--- src/verilog/ptw_regs.vh ---
// register offsets, field positions and timing constants of the protocol timers
`ifndef PTW_REGS_VH
`define PTW_REGS_VH
// register offsets from the chip-select base (byte addresses)
`define PTW_OFS_TMR0        8'h12
`define PTW_OFS_TMR1        8'h14
// field layout of a timer register
`define PTW_CNT_MSB         7
`define PTW_CNT_LSB         0
`define PTW_BIT_EN          8
`define PTW_BIT_WDOG        9
`define PTW_BIT_STAT        15
// underflow step: counter leaves FF and lands on FE
`define PTW_CNT_FF          8'hff
`define PTW_CNT_FE          8'hfe
`define PTW_CNT_RST         8'h00
// prescaler and watchdog figures
`define PTW_PRESCALE        1024
`define PTW_WDOG_DIV        16
`define PTW_RST_PULSE       16
`endif

--- src/verilog/ptw_timer_chan.v ---
// one protocol timer channel: prescaler, watchdog divider and down-counter
`timescale 1ns/1ps
`default_nettype none
`include "ptw_regs.vh"
module ptw_timer_chan #(
  parameter PRESCALE = `PTW_PRESCALE,
  parameter WDOG_DIV = `PTW_WDOG_DIV,
  parameter WDOG_OK  = 1
) (
  // clock and reset
  input  wire       core_clk_i,
  input  wire       resetn_i,
  // baud rate generator tick, one cycle wide
  input  wire       baud_tick_i,
  // host access, already decoded
  input  wire       wr_lo_i,
  input  wire       wr_hi_i,
  input  wire       rd_i,
  input  wire [15:0] wdata_i,
  // state
  output wire [15:0] rdata_o,
  output reg        irq_o,
  output reg        wdog_fire_o
);
  // *****************************************************************
  // state
  // *****************************************************************
  reg  [9:0] pre_q;
  reg  [3:0] wdiv_q;
  reg  [7:0] cnt_q;
  reg        en_q;
  reg        wdog_q;
  reg        stat_q;
  reg        seen_q;
  wire       pre_tick;
  wire       cnt_tick;
  wire       uflow;
  wire       clr_req;

  assign pre_tick = en_q && baud_tick_i &&
                    (pre_q == PRESCALE[9:0] - 10'h001);
  assign cnt_tick = pre_tick &&
                    (!wdog_q || wdiv_q == WDOG_DIV[3:0] - 4'h1);
  assign uflow    = cnt_tick && cnt_q == `PTW_CNT_FF;
  // status clears by writing a zero, accepted only after a read saw it set
  assign clr_req  = wr_hi_i && !wdata_i[`PTW_BIT_STAT] && seen_q;
  assign rdata_o  = {stat_q, 5'h00, wdog_q, en_q, cnt_q};

  // *****************************************************************
  // counting
  // *****************************************************************
  always @(posedge core_clk_i) begin
    if (!resetn_i) begin
      pre_q       <= 10'h000;
      wdiv_q      <= 4'h0;
      cnt_q       <= `PTW_CNT_RST;
      en_q        <= 1'b0;
      wdog_q      <= 1'b0;
      stat_q      <= 1'b0;
      seen_q      <= 1'b0;
      irq_o       <= 1'b0;
      wdog_fire_o <= 1'b0;
    end else begin
      if (en_q && baud_tick_i)
        pre_q <= pre_tick ? 10'h000 : pre_q + 10'h001;
      if (pre_tick && wdog_q)
        wdiv_q <= wdiv_q + 4'h1;
      // host load wins over a tick in the same cycle
      if (wr_lo_i)
        cnt_q <= wdata_i[`PTW_CNT_MSB:`PTW_CNT_LSB];
      else if (cnt_tick)
        cnt_q <= cnt_q - 8'h01;
      if (wr_hi_i) begin
        en_q   <= wdata_i[`PTW_BIT_EN];
        wdog_q <= (WDOG_OK != 0) && wdata_i[`PTW_BIT_WDOG];
      end
      if (rd_i && stat_q)
        seen_q <= 1'b1;
      // set beats clear; a set flag blocks a second interrupt
      if (uflow) begin
        stat_q <= 1'b1;
      end else if (clr_req) begin
        stat_q <= 1'b0;
        seen_q <= 1'b0;
      end
      irq_o       <= uflow && !stat_q;
      wdog_fire_o <= uflow && wdog_q;
    end
  end
endmodule
`default_nettype wire

--- src/verilog/ptw_timers.v ---
// two protocol timers with watchdog reset output and host register access
`timescale 1ns/1ps
`default_nettype none
`include "ptw_regs.vh"
module ptw_timers #(
  parameter RST_PULSE = `PTW_RST_PULSE
) (
  // clock and reset
  input  wire       core_clk_i,
  input  wire       resetn_i,
  // baud rate generator tick of the serial_control_port
  input  wire       baud_tick_i,
  // host register bus
  input  wire       cs_n_i,
  input  wire       wr_n_i,
  input  wire       ube_n_i,
  input  wire       lbe_n_i,
  input  wire [7:0] addr_i,
  input  wire [15:0] wdata_i,
  output reg  [15:0] rdata_o,
  // interrupts
  output reg        nmi_o,
  output reg  [1:0] timer_irq_o,
  // reset pin, open drain
  input  wire       sys_reset_n_i,
  output reg        sys_reset_n_o,
  output reg        sys_reset_n_oe_o
);
  // *****************************************************************
  // pin synchronisers
  // *****************************************************************
  // bus strobes come from the host domain; two stages before use
  reg  [3:0] sync1_q;
  reg  [3:0] sync2_q;
  // synchronised copies of the host address and write data
  reg  [7:0] addr_s1_q;
  reg  [7:0] addr_s2_q;
  reg  [15:0] wdata_s1_q;
  reg  [15:0] wdata_s2_q;
  reg        acc_q;
  reg        sys_rst_s1_q;
  reg        sys_rst_s2_q;
  wire       cs_s;
  wire       rd_s;
  wire       wr_s;
  wire       acc_start;
  always @(posedge core_clk_i) begin
    if (!resetn_i) begin
      sync1_q      <= 4'hf;
      sync2_q      <= 4'hf;
      acc_q        <= 1'b0;
      sys_rst_s1_q <= 1'b1;
      sys_rst_s2_q <= 1'b1;
    end else begin
      sync1_q      <= {cs_n_i, wr_n_i, ube_n_i, lbe_n_i};
      sync2_q      <= sync1_q;
      acc_q        <= cs_s;
      sys_rst_s1_q <= sys_reset_n_i;
      sys_rst_s2_q <= sys_rst_s1_q;
    end
  end
  // address and data take the same two stages as the strobes, so they
  // line up with the synchronised chip-select edge; the host holds
  // them steady while selected, so no bit is caught half-way
  always @(posedge core_clk_i) begin
    if (!resetn_i) begin
      addr_s1_q  <= 8'h00;
      addr_s2_q  <= 8'h00;
      wdata_s1_q <= 16'h0000;
      wdata_s2_q <= 16'h0000;
    end else begin
      addr_s1_q  <= addr_i;
      addr_s2_q  <= addr_s1_q;
      wdata_s1_q <= wdata_i;
      wdata_s2_q <= wdata_s1_q;
    end
  end

  // one action per chip-select assertion
  assign cs_s      = !sync2_q[3];
  assign acc_start = cs_s && !acc_q;
  assign wr_s      = acc_start && !sync2_q[2];
  assign rd_s      = acc_start && sync2_q[2];

  // *****************************************************************
  // address decode
  // *****************************************************************
  wire [1:0] sel;
  wire [1:0] wr_lo;
  wire [1:0] wr_hi;
  wire [1:0] rd;
  wire [31:0] rdata_all;
  wire [1:0] irq;
  wire [1:0] fire;
  reg  [15:0] rdata_d;
  assign sel[0] = addr_s2_q == `PTW_OFS_TMR0;
  assign sel[1] = addr_s2_q == `PTW_OFS_TMR1;

  // unmapped offsets read zero; sel is one-hot or empty, so a read
  // never shows a mix of two registers
  always @* begin
    case (sel)
      2'h1:    rdata_d = rdata_all[15:0];
      2'h2:    rdata_d = rdata_all[31:16];
      default: rdata_d = 16'h0000;
    endcase
  end

  // *****************************************************************
  // timer channels
  // *****************************************************************
  genvar gi;
  generate
    for (gi = 0; gi < 2; gi = gi + 1) begin : g_chan
      assign wr_lo[gi] = wr_s && sel[gi] && !sync2_q[0];
      assign wr_hi[gi] = wr_s && sel[gi] && !sync2_q[1];
      assign rd[gi]    = rd_s && sel[gi];
      // each channel keeps its own prescaler chain and status flag;
      // only timer 0 is built with the watchdog stage
      ptw_timer_chan #(
        .PRESCALE (`PTW_PRESCALE),
        .WDOG_DIV (`PTW_WDOG_DIV),
        .WDOG_OK  (gi == 0 ? 1 : 0)
      ) u_chan (
        .core_clk_i  (core_clk_i),
        .resetn_i    (resetn_i),
        .baud_tick_i (baud_tick_i),
        .wr_lo_i     (wr_lo[gi]),
        .wr_hi_i     (wr_hi[gi]),
        .rd_i        (rd[gi]),
        .wdata_i     (wdata_s2_q),
        .rdata_o     (rdata_all[gi*16 +: 16]),
        .irq_o       (irq[gi]),
        .wdog_fire_o (fire[gi])
      );
    end
  endgenerate

  // *****************************************************************
  // read data, interrupts and watchdog reset pulse
  // *****************************************************************
  // after the drive ends the pin must read high again before a new
  // pulse may start, so a line still held low elsewhere cannot make
  // the watchdog retrigger on its own release
  localparam [2:0] ST_IDLE   = 3'h1;
  localparam [2:0] ST_DRIVE  = 3'h2;
  localparam [2:0] ST_SETTLE = 3'h4;
  reg  [2:0] state_q;
  reg  [2:0] state_d;
  // drive cycles still to go
  reg  [4:0] pulse_q;
  reg  [4:0] pulse_d;

  always @* begin
    state_d = state_q;
    pulse_d = pulse_q;
    case (state_q)
      ST_IDLE: begin
        if (fire[0]) begin
          state_d = ST_DRIVE;
          pulse_d = RST_PULSE[4:0];
        end
      end
      ST_DRIVE: begin
        if (pulse_q == 5'h01) begin
          state_d = ST_SETTLE;
          pulse_d = 5'h00;
        end else begin
          pulse_d = pulse_q - 5'h01;
        end
      end
      ST_SETTLE: begin
        if (sys_rst_s2_q)
          state_d = ST_IDLE;
      end
      default: begin
        state_d = ST_IDLE;
        pulse_d = 5'h00;
      end
    endcase
  end

  // *****************************************************************
  // registered outputs
  // *****************************************************************
  // nmi and the per-timer pulses leave together, one cycle after the
  // channel raised its interrupt
  always @(posedge core_clk_i) begin
    if (!resetn_i) begin
      rdata_o          <= 16'h0000;
      nmi_o            <= 1'b0;
      timer_irq_o      <= 2'h0;
      state_q          <= ST_IDLE;
      pulse_q          <= 5'h00;
      sys_reset_n_o    <= 1'b1;
      sys_reset_n_oe_o <= 1'b0;
    end else begin
      // read data holds until the next read access
      if (rd_s)
        rdata_o <= rdata_d;
      nmi_o            <= |irq;
      timer_irq_o      <= irq;
      state_q          <= state_d;
      pulse_q          <= pulse_d;
      sys_reset_n_o    <= state_d != ST_DRIVE;
      sys_reset_n_oe_o <= state_d == ST_DRIVE;
    end
  end
endmodule
`default_nettype wire

--- config.mk ---
export PLATFORM = sky130hd
export DESIGN_NAME = ptw_timers
export DESIGN_NICKNAME = d
export VERILOG_FILES = /design/src/verilog/ptw_timer_chan.v /design/src/verilog/ptw_timers.v
export VERILOG_INCLUDE_DIRS = /design/src /design/src/verilog
export SDC_FILE = /design/constraint.sdc
export NUM_CORES = 1
export LEC_CHECK = 0
export BUFFER_PORTS_ARGS = -buffer_cell sky130_fd_sc_hd__buf_2
export CAP_MARGIN = 5
export CORE_UTILIZATION = 55
export CTS_CLUSTER_SIZE = 12
export DETAILED_ROUTE_END_ITERATION = 10
export PLACE_DENSITY = 0.76
export SYNTH_ARGS = -nofsm -noshare
export SYNTH_HDL_FRONTEND = slang
export SYNTH_SLANG_ARGS = --single-unit
--- constraint.sdc ---
create_clock -name core_clk_i -period 6.34 [get_ports core_clk_i]
set_input_delay 1.268 -clock core_clk_i [delete_from_list [all_inputs] [get_ports core_clk_i]]
set_output_delay 1.268 -clock core_clk_i [all_outputs]
set_load 0.02 [all_outputs]
==> out/qor.txt, run 1 <==
Clock transition at path regs -> 0.05 ns
CP Max Fanout -> 11
post-synthesis cell count -> 503
compound-gate portion of the synthesized area -> 9.686%
Avg Vias per Cell -> 5.371
initial antenna violation count -> 0
worst hold path class -> flop to flop
fraction of layout cells with a size suffix above 1 -> 16.04%
core area -> 8299 um^2
mux cell area share after synthesis -> 0.2375%
most numerous cell in the Yosys netlist -> dfxtp_1
Die Area -> 8995 um^2
Vias -> 3577
Max Cap Viol -> 0
max frequency -> 0.3633 GHz
P_leak -> 2.166 nW
Worst slew margin -> 52.23%
synth cell count leaders -> dfxtp_1 (123), and2_1 (45), nor2_1 (45)
Data arrival, critical path -> 3.16 ns
Clock Sinks -> 123
H-tree depth -> 4
drt initial violations -> 186
crit share post-route -> 43.42%
FF/Latch Area -> 2462 um^2
grt total ovfl -> 0
Setup-failing EPs final -> 0
antenna-violating nets left -> 0
sequential fraction of the synthesis area -> 51.94%
RSZ-0062 raised after global routing -> false
XOR/XNOR Fraction of Synth Area -> 5.912%
power density cells -> 310.6 nW/um^2
final wirelength -> 8803 um
post-cts resize count -> 0
detailed placement HPWL -> 5859 um
Worst setup SP type -> primary input
Total GRT Usage -> 21.91%
setup tns final -> 0 ns
multi-input logic area -> 2125 um^2
Unique masters post-synth -> 49
clk_lat worst skew -> 0.51 ns
crit path setup slack, layout -> 3.587 ns
post-route minimum period -> 2.753 ns
Cell Chain, Critical Path -> buf_2 -> nand4_2 -> nor4_4 -> nand2_2 -> or3_4 -> a311oi_2
GP Congestion -> 0.8768
ys async rst share -> 0%
chip height -> 94.84 um
synth warn -> 0
pre-CTS setup slack -> 3.125 ns
final net count -> 591
Clock Skew -> 0.01944 ns
max-slew violations -> 0
DIE WIDTH -> 94.84 um
Worst path slowest cell -> nor4_4
Worst Path Required -> 6.75 ns
post-synth top area cell -> dfxtp_1
share of the synthesized area in the top cell type -> 51.94%
maximum vdd drop -> 0.2324 mV
largest family of logic cells by synthesized area -> simple AND/OR/NAND/NOR gates
fin util -> 67.22%
Synth Area in Adders -> 2.903%
Num CTS Buffers -> 17
simple-gate share of the synthesized area -> 25.68%
Hold Buf Count CTS -> 0
Setup CP Type -> primary input to flop
first-pass GRT wire length -> 15040 um
Fin. Hold Viols -> 0
dominant cells by area after synthesis -> dfxtp_1 (52%), and2_1 (5.9%), nor2_1 (3.6%)
drt wl/cell -> 13.22 um
status -> completed
Initial Util -> 57.12%
Pre-antenna DRT Iters -> 6
Area Overhead vs Synth -> 17.68%
FP Rows -> 33
CTS tree -> built
CP Buf/Inv Count -> 1
maximum clock insertion buffer count -> 2
mapped cell area -> 4741 um^2
postcts setup bufs -> 0
vias in the first global route -> 3461
I/O Buffers -> 42
#FFs+latches synth -> 123
I/O pin cnt -> 53
DRC violations left -> 0
Least-Margin Pin Slew -> 0.7100 ns
largest net degree at the start of global routing -> 71
Top delay family on crit path -> simple AND/OR/NAND/NOR gates
CP peak stage delay -> 0.67 ns
Critical Path End Type -> flop
fill count -> 630
clock root cell -> clkbuf_8
Post-synth EDFFs -> 0
Primary FF master, synth -> dfxtp_1
syn_area_per_cell -> 9.425 um^2
# diodes -> 0
[metrics by stage]
| stage | cell area, um^2 | instances | hold slack (ns) | total power [mW] |
|---|---|---|---|---|
| after floorplan | 4756 | 507 | 0.3863 | 0.8342 |
| after global placement | 5011 | 634 | 0.3918 | 0.8452 |
| after detailed placement | 5011 | 634 | 0.3964 | 0.8467 |
| after CTS | 5579 | 666 | 0.4115 | 1.745 |
| after global routing | 5579 | 666 | 0.4230 | 1.790 |
| final | 5579 | 666 | 0.4081 | 1.733 |
[flip-flops by register name, indices dropped and copies added, names as in the netlist, 2 cells and up]
signal                flops
addr_s2_q                 8
state_q                   3
g_chan.u_chan.pre_q      20
g_chan.u_chan.irq_o       2
g_chan.u_chan.en_q        2
g_chan.u_chan.stat_q      2
sync2_q                   4
g_chan.u_chan.wdiv_q      4
timer_irq_o               2
sync1_q                   4
g_chan.u_chan.cnt_q      16
addr_s1_q                 8
g_chan.u_chan.seen_q      2
wdata_s1_q               11
pulse_q                   5
rdata_o                  11
wdata_s2_q               11
[path summary, 6_finish.rpt]
check                from                       to  slack, ns  cells after the start
min reg2reg    sync1_q[1]               sync2_q[1]       0.41                      1
max           baud_tick_i  g_chan[0].u_chan.seen_q       3.59                      6
min            sync1_q[1]               sync2_q[1]       0.41                      1
max reg2reg  addr_s2_q[0]              rdata_o[15]       3.84                      6
[logic make-up (layout without fill, tap and decap cells)]
family / after synthesis / in the layout
compound gates: 74 / 74
xor+xnor: 32 / 32
fa+ha+maj: 11 / 11
buf+inv: 39 / 93
flops: 123 / 123
mux: 1 / 1
other cells: 1 / 5
simple gates: 222 / 222
[report_power, final]
part | switching [mW] | internal (mW)
Combinational | 0.0221 | 0.0153
Sequential | 0.00473 | 0.788
Clock | 0.325 | 0.578
Total | 0.352 | 1.38
[final cells by class]
class | instances | share of cell area (%)
tap | 105 | 2.355
sequential | 123 | 44.14
timing repair buffer | 45 | 4.171
clock buffer | 21 | 8.051
inverter | 16 | 1.076
clock inverter | 11 | 2.131
multi-input combinational | 345 | 38.08
[cell usage in the layout (no fill, tap or decap), drive strengths merged, types with 2 or more instances in the layout]
| cell | netlist | layout |
|---|---|---|
| nand3 | 24 | 24 |
| nand4 | 13 | 13 |
| or3 | 9 | 9 |
| buf | 8 | 45 |
| bufinv | 0 | 2 |
| a31oi | 2 | 2 |
| nand2b | 14 | 14 |
| clkbuf | 15 | 21 |
| ha | 11 | 11 |
| nor4b | 3 | 3 |
| a222oi | 10 | 10 |
| xor2 | 16 | 16 |
| nor2 | 45 | 45 |
| o21a | 2 | 2 |
| nor2b | 3 | 3 |
| conb | 1 | 5 |
| nor3 | 17 | 17 |
| nand2 | 34 | 34 |
| inv | 15 | 16 |
| nor3b | 2 | 2 |
| nor4 | 7 | 7 |
| clkinv | 1 | 8 |
| xnor2 | 16 | 16 |
| a21oi | 28 | 28 |
| dfxtp | 123 | 123 |
| o21ai | 25 | 25 |
| and2 | 45 | 45 |
[metal layers]
| metal | GRT usage (%) | share of wire (%) | vias to the layer above |
|---|---|---|---|
| met3 | 5.797 | 5.1 | 16 |
| li1 | - | - | 1805 |
| met4 | 11.49 | 1.4 | 0 |
| met5 | 0 | 0 | - |
| met2 | 36.81 | 49 | 100 |
| met1 | 25.49 | 45 | 1656 |
No activity file was read; power rests on OpenSTA's default activity.
==> run 2: changes to the inputs <==
==> constraint.sdc (replaced) <==
create_clock -name core_clk_i -period 2.6 [get_ports core_clk_i]
set_input_delay 0.52 -clock core_clk_i [delete_from_list [all_inputs] [get_ports core_clk_i]]
set_output_delay 0.52 -clock core_clk_i [all_outputs]
set_load 0.02 [all_outputs]
==> run 2 against run 1 <==
First-iteration DRC count grew 23%. Combinational power grew to 2.5 times the previous value. Sequential power grew 140%. Routed wire length grew 2.5%. Final cell count grew 0.45%. Critical endpoint is now rdata_o[15]. Global-route usage grew 0.27 points. Sequential share of layout area shrank 0.33 points. Critical path depth is the same.
==> out/qor.txt, run 2 (same netlist as run 1, synthesis figures left out) <==
detailed placement HPWL -> 6092 um (+4.0%)
vias in the first global route -> 3389 (-2.1%)
maximum clock insertion buffer count -> 2 (unchanged)
post-cts resize count -> 0 (unchanged)
post-route minimum period -> 2.288 ns
maximum vdd drop -> 0.4662 mV (+100%)
commonest cells after routing, fill and taps aside -> dfxtp_1 (123), nor2_1 (45), and2_1 (45), buf_2 (42), nand2_1 (32)
largest net degree at the start of global routing -> 56 (-21%)
Worst setup SP type -> flop
Clock transition at path regs -> 0.06 ns (about the same)
Num CTS Buffers -> 17 (unchanged)
crit share post-route -> 88.02%
Die Area -> 8995 um^2 (unchanged)
FP Rows -> 33 (unchanged)
core area -> 8299 um^2 (unchanged)
GP Congestion -> 0.9440 (+7.7%)
# diodes -> 0 (unchanged)
first-pass GRT wire length -> 15220 um (+1.2%)
RSZ-0062 raised after global routing -> false
postcts setup bufs -> 0 (unchanged)
I/O pin cnt -> 53 (unchanged)
Design Area, Final -> 5622 um^2 (+0.76%)
Setup CP Type -> flop to flop
Area Overhead vs Synth -> 18.58%
max FFs per register -> 20 (unchanged)
Setup-failing EPs final -> 0 (unchanged)
Data arrival, critical path -> 2.73 ns (-0.43 ns)
clock root cell -> clkbuf_8
final wirelength -> 9019 um (+2.5%)
Critical Path End Type -> flop
biggest regs -> g_chan.u_chan.pre_q: 20 flops, g_chan.u_chan.cnt_q: 16 flops
CP Max Fanout -> 10 (-1)
placed inst area -> 5046 um^2 (+0.70%)
Clock Sinks -> 123 (unchanged)
clk_lat worst skew -> 0.51 ns (about the same)
Vias -> 3588 (+0.31%)
H-tree depth -> 4 (unchanged)
max-slew violations -> 0 (unchanged)
Clock Skew -> 0.005979 ns (-0.01346 ns)
Worst slew margin -> 50.43% (-1.8 points)
Least-Margin Pin Slew -> 0.7367 ns (+0.02672 ns)
drt initial violations -> 228 (+23%)
CTS tree -> built
P_leak -> 2.174 nW (+0.38%)
Biggest register -> g_chan.u_chan.pre_q
Pre-antenna DRT Iters -> 5 (-1)
worst hold path class -> primary input to flop
Total GRT Usage -> 22.18% (+0.27 points)
max frequency -> 0.4370 GHz
Fin. Hold Viols -> 0 (unchanged)
initial antenna violation count -> 0 (unchanged)
grt total ovfl -> 0 (unchanged)
DIE WIDTH -> 94.84 um (unchanged)
final net count -> 594 (+0.51%)
drt wl/cell -> 13.48 um (+2.0%)
leading cell type in the layout, fill and taps excluded -> dfxtp_1
power density cells -> 757.0 nW/um^2 (+140%)
Initial Util -> 57.12% (unchanged)
setup tns final -> 0 ns (unchanged)
Hold Buf Count CTS -> 0 (unchanged)
Avg Vias per Cell -> 5.363 (-0.14%)
Max Cap Viol -> 0 (unchanged)
I/O Buffers -> 42 (unchanged)
fraction of layout cells with a size suffix above 1 -> 16.84% (+0.80 points)
antenna-violating nets left -> 0 (unchanged)
Worst Path Required -> 3.04 ns (-3.71 ns)
chip height -> 94.84 um (unchanged)
status -> completed
DRC violations left -> 0 (unchanged)
[run 2: changes by cell type in the layout (fill, tap and decap cells not counted)]
cell | before | now
clkinvlp_4 | 1 | 5
buf_4 | 3 | 5
clkbuf_1 | 2 | 0
clkinv_2 | 5 | 3
buf_12 | 0 | 1
clkbuf_8 | 3 | 2
clkinv_4 | 2 | 3
[run 2: worst paths after layout]
kind         slack (ns)  depth (start not counted)          from           to
min                0.19                          2        cs_n_i   sync1_q[3]
max reg2reg        0.31                          6  addr_s2_q[0]  rdata_o[15]
min reg2reg        0.41                          1    sync1_q[2]   sync2_q[2]
max                0.31                          6  addr_s2_q[0]  rdata_o[15]
[run 2: area by class of cell]
cell class | instances | area, um^2
repair buffers | 48 | 267.8
inverters | 16 | 60.06
clock buffers | 18 | 427.9
fillers | 654 | 2678
clock inverters | 14 | 147.6
multi-input cells | 345 | 2125
well taps | 105 | 131.4
flip-flops and latches | 123 | 2462
[run 2: metal layers]
layer,global-route usage [%],routed length [um]
met1,25.92,4006
met2,37.71,4452
met3,6.280,390
met4,9.722,170
met5,0,0
[run 2: power breakdown]
part	internal [mW]	switching, mW	total, mW
clock network	1.39	0.840	2.23
logic	0.0399	0.0554	0.0953
registers	1.92	0.0121	1.93
[run 2: worst max-delay path, stage by stage, from the launching register on]
cell and delay [ns]:
dfxtp_1 0.31, nor4b_2 0.31, and3_1 0.32, ha_1 0.29
nor3b_2 0.61, a222oi_1 0.26, nor2_1 0.12
[run 2: metrics by stage]
stage / power [mW] / hold slack, ns / setup slack [ns] / util, % / std cells
finish: 4.255 / 0.1872 / 0.3116 / 67.74 / 669
global route: 4.389 / 0.1871 / 0.1644 / 67.74 / 669
CTS: 4.284 / 0.1764 / 0.3023 / 67.74 / 669
detailed placement: 2.069 / 0.3948 / 0.3393 / 60.80 / 637
global placement: 2.065 / 0.3919 / 0.4457 / 60.80 / 637
floorplan: 2.034 / 0.3863 / 0.4448 / - / 507
==> run 3: changes to the inputs <==
--- a/config.mk
+++ b/config.mk
@@ -8,10 +8,12 @@
 export LEC_CHECK = 0
 export BUFFER_PORTS_ARGS = -buffer_cell sky130_fd_sc_hd__buf_2
 export CAP_MARGIN = 5
-export CORE_UTILIZATION = 55
+export CELL_PAD_IN_SITES_DETAIL_PLACEMENT = 1
+export CELL_PAD_IN_SITES_GLOBAL_PLACEMENT = 2
+export CORE_UTILIZATION = 36
 export CTS_CLUSTER_SIZE = 12
 export DETAILED_ROUTE_END_ITERATION = 10
-export PLACE_DENSITY = 0.76
+export PLACE_DENSITY_LB_ADDON = 0.1
 export SYNTH_ARGS = -nofsm -noshare
 export SYNTH_HDL_FRONTEND = slang
 export SYNTH_SLANG_ARGS = --single-unit
==> run 3 against run 2 <==
Design area up 3.4%. Count of clock-buffer cells in the layout up 3. Register-to-register slack got worse by 0.04 ns. Routed wire length increased by 20%. Highest routed layer unchanged. Final cell count grew 10%.
==> out/qor.txt, run 3 (same netlist as run 1, synthesis figures left out) <==
status -> completed
drt initial violations -> 159 (-30%)
clk_lat worst skew -> 0.41 ns (-0.10 ns)
GP Congestion -> 0.7598 (-20%)
RSZ-0062 raised after global routing -> false
max-slew violations -> 0 (unchanged)
Max Cap Viol -> 0 (unchanged)
biggest regs -> g_chan.u_chan.pre_q: 20 flops, g_chan.u_chan.cnt_q: 16 flops
Clock Sinks -> 123 (unchanged)
Num CTS Buffers -> 17 (unchanged)
Die Area -> 13630 um^2 (+52%)
commonest cells after routing, fill and taps aside -> dfxtp_1 (123), nor2_1 (45), and2_1 (45), buf_2 (42), nand2_1 (32)
leading cell type in the layout, fill and taps excluded -> dfxtp_1
clock root cell -> clkbuf_16
chip height -> 116.8 um (+23%)
Data arrival, critical path -> 2.67 ns (-0.06 ns)
I/O pin cnt -> 53 (unchanged)
Tot Pwr -> 4.662 mW (+9.6%)
Total GRT Usage -> 17.80% (-4.4 points)
first-pass GRT wire length -> 18110 um (+19%)
worst hold path class -> primary input to flop
setup tns final -> 0 ns (unchanged)
P_leak -> 2.237 nW (+2.9%)
fraction of layout cells with a size suffix above 1 -> 16.99% (+0.15 points)
drt wl/cell -> 14.64 um (+8.6%)
# diodes -> 0 (unchanged)
grt total ovfl -> 0 (unchanged)
DRC violations left -> 0 (unchanged)
antenna-violating nets left -> 0 (unchanged)
Setup CP Type -> flop to flop
FP Rows -> 41 (+24%)
Clock transition at path regs -> 0.05 ns (about the same)
Clock Skew -> 0.004301 ns (-0.001678 ns)
core area -> 12720 um^2 (+53%)
maximum clock insertion buffer count -> 2 (unchanged)
Least-Margin Pin Slew -> 0.7758 ns (+0.03908 ns)
CP Buf/Inv Count -> 1 (+1)
CP peak stage delay -> 0.67 ns (+0.06 ns)
power density cells -> 802.0 nW/um^2 (+5.9%)
crit path setup slack, layout -> 0.2695 ns (-0.04215 ns)
final net count -> 596 (+0.34%)
Cell Chain, Critical Path -> nor4b_2 -> buf_4 -> nand3_1 -> ha_1 -> nor3b_2 -> a222oi_1 -> nor2_1
Critical Path End Type -> flop
maximum vdd drop -> 0.4097 mV (-12%)
post-cts resize count -> 0 (unchanged)
largest net degree at the start of global routing -> 48 (-14%)
CP Max Fanout -> 10 (unchanged)
Setup-failing EPs final -> 0 (unchanged)
vias in the first global route -> 3768 (+11%)
Avg Vias per Cell -> 4.939 (-7.9%)
Worst path slowest cell -> nor3b_2
postcts setup bufs -> 0 (unchanged)
max frequency -> 0.4291 GHz (-1.8%)
initial antenna violation count -> 0 (unchanged)
Top delay family on crit path -> simple AND/OR/NAND/NOR gates
final wirelength -> 10790 um (+20%)
DIE WIDTH -> 116.8 um (+23%)
Worst slew margin -> 48.05% (-2.4 points)
max FFs per register -> 20 (unchanged)
I/O Buffers -> 42 (unchanged)
fill count -> 1503 (+130%)
multi-input logic area -> 2125 um^2 (unchanged)
pre-CTS setup slack -> 0.2769 ns (-0.06239 ns)
Worst Path Required -> 2.94 ns (-0.10 ns)
CTS tree -> built
Initial Util -> 37.26% (-20 points)
detailed placement HPWL -> 7402 um (+21%)
post-route minimum period -> 2.331 ns (+0.04215 ns)
Area Overhead vs Synth -> 22.62%
crit share post-route -> 89.64% (+1.6 points)
FF/Latch Area -> 2462 um^2 (unchanged)
Hold Buf Count CTS -> 0 (unchanged)
Biggest register -> g_chan.u_chan.pre_q
hold slack -> 0.2861 ns (+0.09892 ns)
Vias -> 3640 (+1.4%)
Fin. Hold Viols -> 0 (unchanged)
Pre-antenna DRT Iters -> 5 (unchanged)
Worst setup SP type -> flop
H-tree depth -> 4 (unchanged)
run 3: report_power, final:
part | total (mW) | switching [mW] | internal, mW
combinational | 0.0983 | 0.0582 | 0.0401
sequential | 1.93 | 0.0120 | 1.92
clock | 2.63 | 0.833 | 1.80
total | 4.66 | 0.903 | 3.76
run 3: path summary, 6_finish.rpt:
path	start	to	slack, ns	depth (start not counted)
worst max-delay path	addr_s2_q[0]	rdata_o[3]	0.27	7
worst min register to register	sync1_q[3]	sync2_q[3]	0.41	1
worst min-delay path	lbe_n_i	sync1_q[0]	0.29	2
worst max register to register	addr_s2_q[0]	rdata_o[3]	0.27	7
run 3: per-stage QoR:
stage          utilization [%]  area [um^2]  cells
3_3_place_gp             40.44         5145    706
6_report                 45.69         5813    737
4_1_cts                  45.69         5813    737
3_5_place_dp             40.44         5145    706
5_1_grt                  45.69         5813    737
2_1_floorplan                -         4756    507
run 3: cell type report:
cell class                      instances  share of cell area [%]
Sequential cell                       123                   42.36
Clock inverter                         10                   3.229
Multi-Input combinational cell        345                   36.55
Inverter                               16                   1.033
Tap cell                              172                   3.702
Timing Repair Buffer                   50                   4.864
Clock buffer                           21                   8.265
run 3: per-layer routing:
metal	wire length (um)	vias up	track usage, %
met4	166	0	8.439
met1	4986	1747	21.37
met3	367	14	4.878
li1	-	1821	-
met2	5266	58	29.51
met5	0	-	0
